==> config.mk <==
export PLATFORM = sky130hd
export DESIGN_NAME = power_mode_control
export DESIGN_NICKNAME = d
export VERILOG_FILES = /design/src/power_mode_pkg.sv /design/src/emulation_entry.sv /design/src/power_mode_control.sv
export VERILOG_INCLUDE_DIRS = /design/src /design/src/src
export SDC_FILE = /design/constraint.sdc
export NUM_CORES = 1
export LEC_CHECK = 0
export BUFFER_PORTS_ARGS = -buffer_cell sky130_fd_sc_hd__buf_2
export CORE_MARGIN = 8
export CORE_UTILIZATION = 40
export CTS_BUF_LIST = sky130_fd_sc_hd__clkbuf_2 sky130_fd_sc_hd__clkbuf_4 sky130_fd_sc_hd__clkbuf_8
export CTS_CLUSTER_DIAMETER = 40
export DETAILED_ROUTE_END_ITERATION = 6
export PLACE_DENSITY = 0.66
export SETUP_SLACK_MARGIN = 0.4
export SLEW_MARGIN = 20
export SYNTH_ARGS = -nofsm -noshare
export SYNTH_HDL_FRONTEND = slang
export SYNTH_SLANG_ARGS = --single-unit
==> constraint.sdc <==
create_clock -name clk_i -period 3.07 [get_ports clk_i]
set_input_delay 0.1535 -clock clk_i [delete_from_list [all_inputs] [get_ports clk_i]]
set_output_delay 0.1535 -clock clk_i [all_outputs]
set_load 0.02 [all_outputs]
==> src/power_mode_map.svh <==
/*
 * Offsets, field positions, reset values and timing counts of the power and mode control.
 * Assumes it is included by bare name from the power mode control design file.
 */
`ifndef POWER_MODE_MAP_SVH
`define POWER_MODE_MAP_SVH

`define PWR_CTRL_ADDR      8'h87
`define PWR_CTRL_RESET     8'h00
`define BIT_BAUD_DOUBLE    7
`define BIT_SER7_SELECT    6
`define BIT_POWER_OFF      5
`define BIT_WDOG_LOAD_EN   4
`define BIT_GEN_FLAG_HI    3
`define BIT_GEN_FLAG_LO    2
`define BIT_POWERDOWN_SEL  1
`define BIT_IDLE_SEL       0
`define IDLE_GUARD_CYCLES  12

`endif

==> src/power_mode_pkg.sv <==
/*
 * Types shared by the power and mode control files.
 * Assumes the map header sits beside it.
 */
package power_mode_pkg;
    typedef enum logic [1:0] {
        MODE_RUN,
        MODE_IDLE,
        MODE_POWERDOWN
    } power_mode_e;

    typedef struct packed {
        logic strobe;
        logic write;
        logic [7:0] addr;
        logic [7:0] wdata;
    } sfr_req_s;

    typedef struct packed {
        logic baud_double;
        logic serial_bit7_select;
        logic power_off_flag;
        logic watchdog_load_enable;
        logic general_flag_hi;
        logic general_flag_lo;
        logic powerdown_select;
        logic idle_select;
    } power_control_s;
endpackage : power_mode_pkg

==> src/emulation_entry.sv <==
/*
 * Samples the emulation entry condition at reset release and holds the mode.
 * Assumes the strobe inputs are synchronous to clk_i.
 */
`timescale 1ns/1ps
`default_nettype none
module emulation_entry (
    input  wire logic clk_i,
    input  wire logic rstn_i,
    input  wire logic latch_strobe_i,
    input  wire logic program_store_strobe_i,
    output var  logic emulation_o
);
    logic in_reset_q;

    // Marks the first edge after reset release, where the entry pins are sampled.
    always_ff @(posedge clk_i or negedge rstn_i) begin
        if (!rstn_i) begin
            in_reset_q <= 1'b1;
        end else begin
            in_reset_q <= 1'b0;
        end
    end

    // Latch the mode at the first edge after release; only a clean reset clears it.
    always_ff @(posedge clk_i or negedge rstn_i) begin
        if (!rstn_i) begin
            emulation_o <= 1'b0;
        end else if (in_reset_q) begin
            emulation_o <= !latch_strobe_i && program_store_strobe_i;
        end
    end
endmodule : emulation_entry
`default_nettype wire

==> src/power_mode_control.sv <==
/*
 * Power control register, idle and power-down sequencing, emulation mode pin control
 * and address latch strobe suppression.
 * Assumes a CPU special function register port synchronous to clk_i.
 */
`timescale 1ns/1ps
`default_nettype none
`include "power_mode_map.svh"
module power_mode_control
    import power_mode_pkg::*;
#(
    parameter int IDLE_GUARD = `IDLE_GUARD_CYCLES
) (
    input  wire logic       clk_i,
    input  wire logic       rstn_i,
    input  wire sfr_req_s   sfr_i,
    output logic [7:0]      sfr_rdata_o,
    output logic            sfr_hit_o,
    input  wire logic       watchdog_enable_i,
    input  wire logic       powerdown_wake_enable_i,
    input  wire logic       watchdog_timer_load_i,
    input  wire logic       power_up_detect_i,
    input  wire logic       interrupt_pending_i,
    input  wire logic       ext_interrupt_i,
    input  wire logic       hw_reset_req_i,
    input  wire logic       latch_strobe_off_i,
    input  wire logic       ext_mem_access_i,
    input  wire logic       latch_strobe_i,
    input  wire logic       program_store_strobe_i,
    input  wire logic [1:0] serial_mode_i,
    output logic            baud_double_o,
    output logic            serial_bit7_select_o,
    output logic            cpu_halt_o,
    output logic            osc_stop_o,
    output logic            ram_write_block_o,
    output logic            emulation_o,
    output logic            port0_float_o,
    output logic            weak_pullup_o,
    output logic            latch_strobe_en_o
);
    // ------------------------------------------------------------
    // Register and mode state
    // ------------------------------------------------------------
    power_control_s pc_q;
    power_mode_e    mode_q;
    logic [7:0]     guard_q;
    logic           emul_w;
    logic           wr_hit;
    power_control_s wv;

    assign wr_hit = sfr_i.strobe && sfr_i.write && (sfr_i.addr == `PWR_CTRL_ADDR);
    assign wv     = power_control_s'(sfr_i.wdata);

    // Writable fields, with hardware effects taking priority where they set.
    always_ff @(posedge clk_i or negedge rstn_i) begin
        if (!rstn_i) begin
            pc_q <= power_control_s'(`PWR_CTRL_RESET);
        end else begin
            if (wr_hit) begin
                pc_q.baud_double          <= wv.baud_double;
                pc_q.serial_bit7_select   <= wv.serial_bit7_select;
                pc_q.general_flag_hi      <= wv.general_flag_hi;
                pc_q.general_flag_lo      <= wv.general_flag_lo;
                pc_q.power_off_flag       <= wv.power_off_flag;
                pc_q.watchdog_load_enable <= wv.watchdog_load_enable;
                pc_q.idle_select          <= wv.idle_select && !(wv.powerdown_select
                                             && !watchdog_enable_i);
                if (!watchdog_enable_i || !wv.powerdown_select) begin
                    pc_q.powerdown_select <= wv.powerdown_select;
                end
            end
            if (watchdog_timer_load_i) begin
                pc_q.watchdog_load_enable <= 1'b0;
            end
            if (power_up_detect_i) begin
                pc_q.power_off_flag <= 1'b1;
            end
            if (mode_q == MODE_IDLE && interrupt_pending_i) begin
                pc_q.idle_select <= 1'b0;
            end
            if (mode_q == MODE_POWERDOWN && ext_interrupt_i && powerdown_wake_enable_i) begin
                pc_q.powerdown_select <= 1'b0;
            end
        end
    end

    // Mode sequencer following the select bits and wake events.
    always_ff @(posedge clk_i or negedge rstn_i) begin
        if (!rstn_i) begin
            mode_q <= MODE_RUN;
        end else begin
            case (mode_q)
                MODE_RUN: begin
                    if (pc_q.powerdown_select) begin
                        mode_q <= MODE_POWERDOWN;
                    end else if (pc_q.idle_select) begin
                        mode_q <= MODE_IDLE;
                    end
                end
                MODE_IDLE: begin
                    if (interrupt_pending_i) begin
                        mode_q <= MODE_RUN;
                    end
                end
                MODE_POWERDOWN: begin
                    if (ext_interrupt_i && powerdown_wake_enable_i) begin
                        mode_q <= MODE_RUN;
                    end
                end
                default: mode_q <= MODE_RUN;
            endcase
        end
    end

    // Guard window after a reset request in idle: RAM writes blocked for IDLE_GUARD cycles after the request drops.
    always_ff @(posedge clk_i or negedge rstn_i) begin
        if (!rstn_i) begin
            guard_q <= 8'h00;
        end else if (mode_q == MODE_IDLE && hw_reset_req_i) begin
            guard_q <= 8'(IDLE_GUARD);
        end else if (guard_q != 8'h00) begin
            guard_q <= guard_q - 8'h01;
        end
    end

    // ------------------------------------------------------------
    // Emulation entry
    // ------------------------------------------------------------
    emulation_entry u_emul (
        .clk_i                  (clk_i),
        .rstn_i                 (rstn_i),
        .latch_strobe_i         (latch_strobe_i),
        .program_store_strobe_i (program_store_strobe_i),
        .emulation_o            (emul_w)
    );

    // ------------------------------------------------------------
    // Registered outputs
    // ------------------------------------------------------------
    // All outputs are taken from flip-flops.
    always_ff @(posedge clk_i or negedge rstn_i) begin
        if (!rstn_i) begin
            sfr_rdata_o          <= 8'h00;
            sfr_hit_o            <= 1'b0;
            baud_double_o        <= 1'b0;
            serial_bit7_select_o <= 1'b0;
            cpu_halt_o           <= 1'b0;
            osc_stop_o           <= 1'b0;
            ram_write_block_o    <= 1'b0;
            emulation_o          <= 1'b0;
            port0_float_o        <= 1'b0;
            weak_pullup_o        <= 1'b0;
            latch_strobe_en_o    <= 1'b0;
        end else begin
            sfr_hit_o            <= sfr_i.strobe && !sfr_i.write && sfr_i.addr == `PWR_CTRL_ADDR;
            sfr_rdata_o          <= (sfr_i.addr == `PWR_CTRL_ADDR) ? 8'(pc_q) : 8'h00;
            baud_double_o        <= pc_q.baud_double && (serial_mode_i != 2'b00);
            serial_bit7_select_o <= pc_q.serial_bit7_select;
            cpu_halt_o           <= (mode_q != MODE_RUN);
            osc_stop_o           <= (mode_q == MODE_POWERDOWN) && !emul_w;
            ram_write_block_o    <= (guard_q != 8'h00) || (mode_q == MODE_IDLE
                                    && hw_reset_req_i);
            emulation_o          <= emul_w;
            port0_float_o        <= emul_w;
            weak_pullup_o        <= emul_w;
            latch_strobe_en_o    <= !emul_w && (!latch_strobe_off_i
                                    || ext_mem_access_i);
        end
    end

    // ------------------------------------------------------------
    // Checks
    // ------------------------------------------------------------
    a_pd_blocked_wde: assert property (@(posedge clk_i) disable iff (!rstn_i)
        (wr_hit && wv.powerdown_select && watchdog_enable_i && !pc_q.powerdown_select)
        |=> !pc_q.powerdown_select) else $error("power-down select set with watchdog on");
    a_pd_precedence: assert property (@(posedge clk_i) disable iff (!rstn_i)
        (wr_hit && wv.powerdown_select && wv.idle_select && !watchdog_enable_i
         && mode_q == MODE_RUN)
        |=> ##1 mode_q == MODE_POWERDOWN) else $error("idle taken over power-down");
    a_wle_clear_load: assert property (@(posedge clk_i) disable iff (!rstn_i)
        watchdog_timer_load_i |=> !pc_q.watchdog_load_enable) else $error("load enable kept");
    a_pof_set: assert property (@(posedge clk_i) disable iff (!rstn_i)
        power_up_detect_i |=> pc_q.power_off_flag) else $error("power-off flag not set");
    a_baud_double: assert property (@(posedge clk_i) disable iff (!rstn_i)
        baud_double_o |-> $past(pc_q.baud_double) && $past(serial_mode_i) != 2'b00)
        else $error("baud doubled wrongly");
    a_ram_guard: assert property (@(posedge clk_i) disable iff (!rstn_i)
        (mode_q == MODE_IDLE && hw_reset_req_i) |=> ram_write_block_o [*2])
        else $error("RAM writes not blocked");
    a_emul_pins: assert property (@(posedge clk_i) disable iff (!rstn_i)
        emulation_o |-> port0_float_o && weak_pullup_o && !osc_stop_o)
        else $error("emulation pin state wrong");
    a_strobe_ext: assert property (@(posedge clk_i) disable iff (!rstn_i)
        (ext_mem_access_i && !emul_w) |=> latch_strobe_en_o) else $error("strobe not driven");
    a_idle_wake: assert property (@(posedge clk_i) disable iff (!rstn_i)
        (mode_q == MODE_IDLE && interrupt_pending_i) |=> mode_q == MODE_RUN)
        else $error("idle not left on interrupt");
    a_pd_wake: assert property (@(posedge clk_i) disable iff (!rstn_i)
        (mode_q == MODE_POWERDOWN && ext_interrupt_i && !powerdown_wake_enable_i)
        |=> mode_q == MODE_POWERDOWN) else $error("power-down left without wake enable");
endmodule : power_mode_control
`default_nettype wire

==> results.cfg <==
[sta]
slew_violations = 0
period_share_pct = 61.38
skew_ns = 0.002702
setup_viol = 0
clock.fmax_mhz = 530.7
hold_viol = 0
worst_pin_slew_ns = 0.7649
min_period_ns = 1.884
hold_slack_ns = 0.03966
rsz0062_at_grt = no
fin_setup_tns_ns = 0
relSlewSlack_pct = 49.00

[power]
power_density_nw_per_um2 = 690.3
vdd_ir_drop_max_v = 0.0004153
p_leak_nw = 0.9709
finalPower_mw = 1.347

[cts]
cts.sinks = 36
htree_levels = 2
clkTransAtPathRegs_ns = 0.07
cts-root-buf = clkbuf_8
clockBufferDepth = 2
cts_setup_buffers = 0
cts_tree = done
clock_latency_ns = 0.28
numCtsBuffers = 5

[layout]
antenna_cells = 0
mostFrequentLayoutCells = buf_2, dfrtp_1, nor2_1
design_area_sq_um = 1952
fin_nets = 223
synthToLayoutAreaGrowth_pct = 26.32
drive_above_1_share_pct = 34.92
postLayoutCoreUtil_pct = 52.92
layout_commonest_cell = buf_2

[critical_path]
worstSetupPathType = reg -> reg
cp_max_fo = 5
crit_slowest_cell = a2111oi_0
cp_num_buf_inv = 1
cp_top_family = compound AO/OA/AOI/OAI gates
critPathRequiredTime_ns = 3.27
cpPeakStageDelay_ns = 0.58
critical_path.cell_chain = inv_1 > ha_1 > nor3b_1 > a2111oi_0 > mux2i_1
worst_ep_arrival_time_ns = 2.09
start_kind = register
end_kind = register

[routing]
drtPass1Iterations = 4
via_per_inst = 4.966
drtIter0Drc = 57
drtAntennaViolNets = 0
via_count = 1177
drc = 0
wirelength_um = 3351
wire_per_inst_um = 14.14

[floorplanning]
dieArea_sq_um = 6108
core_area_sq_um = 3689
initial_core_util_pct = 41.89
die_h_um = 78.16
rows = 22
die_w_um = 78.16
io-pin-count = 51

[grt]
grt_first_pass_wirelength_um = 5671
grt_max_degree = 37
track_usage_pct = 11.55
grt_pass1_vias = 1297
overflow = 0
grt_antenna_before_repair = 0

[synth]
syn_nets = 169
ys_ff_latch = 36
syn_inst = 134
synth_ff_type = dfrtp_1
ys_types = 38
syn_area_sq_um = 1545
synth_edf_count = 0
yosysSeqAreaShare_pct = 58.38
postSynthAreaPerCell_sq_um = 11.53
ys_warn_count = 0
async_flop_share_pct = 100.0

[placed_design]
port_buffers = 50
place_hpwl_um = 2553
gp_congestion = 0.8197
dpl_cell_area_sq_um = 1831

[hold_path]
min_path_type = in -> reg

[outcome]
status = finished clean

[flow_run]
drv_cap = 0
==> power breakdown <==
| group | total, mW | switching [mW] | internal (mW) |
|---|---|---|---|
| sequential | 0.633 | 0.0850 | 0.548 |
| combinational | 0.309 | 0.163 | 0.146 |
| clock | 0.406 | 0.166 | 0.240 |
| total | 1.35 | 0.414 | 0.934 |
==> through the flow <==
step	worst slack, ns	cells
after floorplan	1.369	134
after global placement	1.236	228
after detailed placement	1.163	228
after CTS	1.118	237
after global routing	1.074	237
final	1.186	237
==> layout make-up <==
class,instances,area (sq um)
clock inverters,3,42.54
clock buffers,5,68.82
fillers,344,1737
inverters,6,22.52
repair buffers,51,260.3
multi-input cells,88,595.6
well taps,48,60.06
flip-flops and latches,36,902.1
==> worst reg2reg max path: stages (launching register included) <==
cell,delay [ns]
dfrtp_1,0.44
inv_1,0.11
ha_1,0.24
nor3b_1,0.17
a2111oi_0,0.58
mux2i_1,0.26
==> per-layer routing <==
layer | share of wire [%] | track usage, % | wire (um)
met4 | 0.84 | 3.889 | 28
met2 | 50 | 19.47 | 1665
met3 | 8.4 | 6.036 | 281
met1 | 41 | 12.12 | 1375
met5 | 0 | 0 | 0
==> final timing paths <==
kind	cells past startpoint	from	end	slack, ns
setup reg to reg	5	guard_q[0]$_DFFE_PN0P_	guard_q[3]$_DFFE_PN0P_	1.19
min in group asynchronous	2	rstn_i	guard_q[6]$_DFFE_PN0P_	0.48
hold reg to reg	0	pc_q[6]$_DFFE_PN0P_	serial_bit7_select_o$_DFF_PN0_	0.40
max in group asynchronous	2	rstn_i	weak_pullup_o$_DFF_PN0_	2.11
hold / removal	2	latch_strobe_off_i	latch_strobe_en_o$_DFF_PN0_	0.04
setup / recovery	5	guard_q[0]$_DFFE_PN0P_	guard_q[3]$_DFFE_PN0P_	1.19
==> synthesized netlist by cell type, drive strengths merged, types with 2 or more instances <==
library cell  number  area, sq um
a21oi              6        30.03
inv                6        22.52
mux2               4        45.04
or4                2        15.01
nor2b              2        12.51
nand4b             2        17.52
o21ai              6        30.03
nand3              3        15.01
nand3b             3        22.52
and2               8        50.05
nor4               2        12.51
nor3               3        26.28
nand2b             6        37.54
dfrtp             35        875.8
mux2i              6        60.06
nor3b              2        15.01
buf                3        20.01
o211ai             2        15.01
nor2              11        41.29
nand2              5        18.77
ha                 2        25.02
==> logic make-up after synthesis <==
family | Yosys count | share of synthesized area [%]
compound gates | 21 | 8.746
fa+ha+maj | 2 | 1.619
flops | 36 | 58.38
simple gates | 54 | 21.13
buf+inv | 10 | 3.076
other cells | 1 | 0.2427
mux | 10 | 6.802
==> timing repair <==
item | 4_1_cts | 5_1_grt
hold buffers | 1 | 0
setup endpoints to repair | 0 | 0
endpoints found under the hold margin | 35 | 0
resized for setup | 0 | 0
==> flip-flops by register name, summed over array words and instances (netlist names) <==
signal,cells
cpu_halt_o,1
latch_strobe_en_o,1
sfr_rdata_o,8
sfr_hit_o,1
u_emul.in_reset_q,1
osc_stop_o,1
mode_q,2
baud_double_o,1
pc_q,8
ram_write_block_o,1
weak_pullup_o,1
guard_q,8
serial_bit7_select_o,1
u_emul.emulation_o,1
No activity file was read; power rests on OpenSTA's default activity.
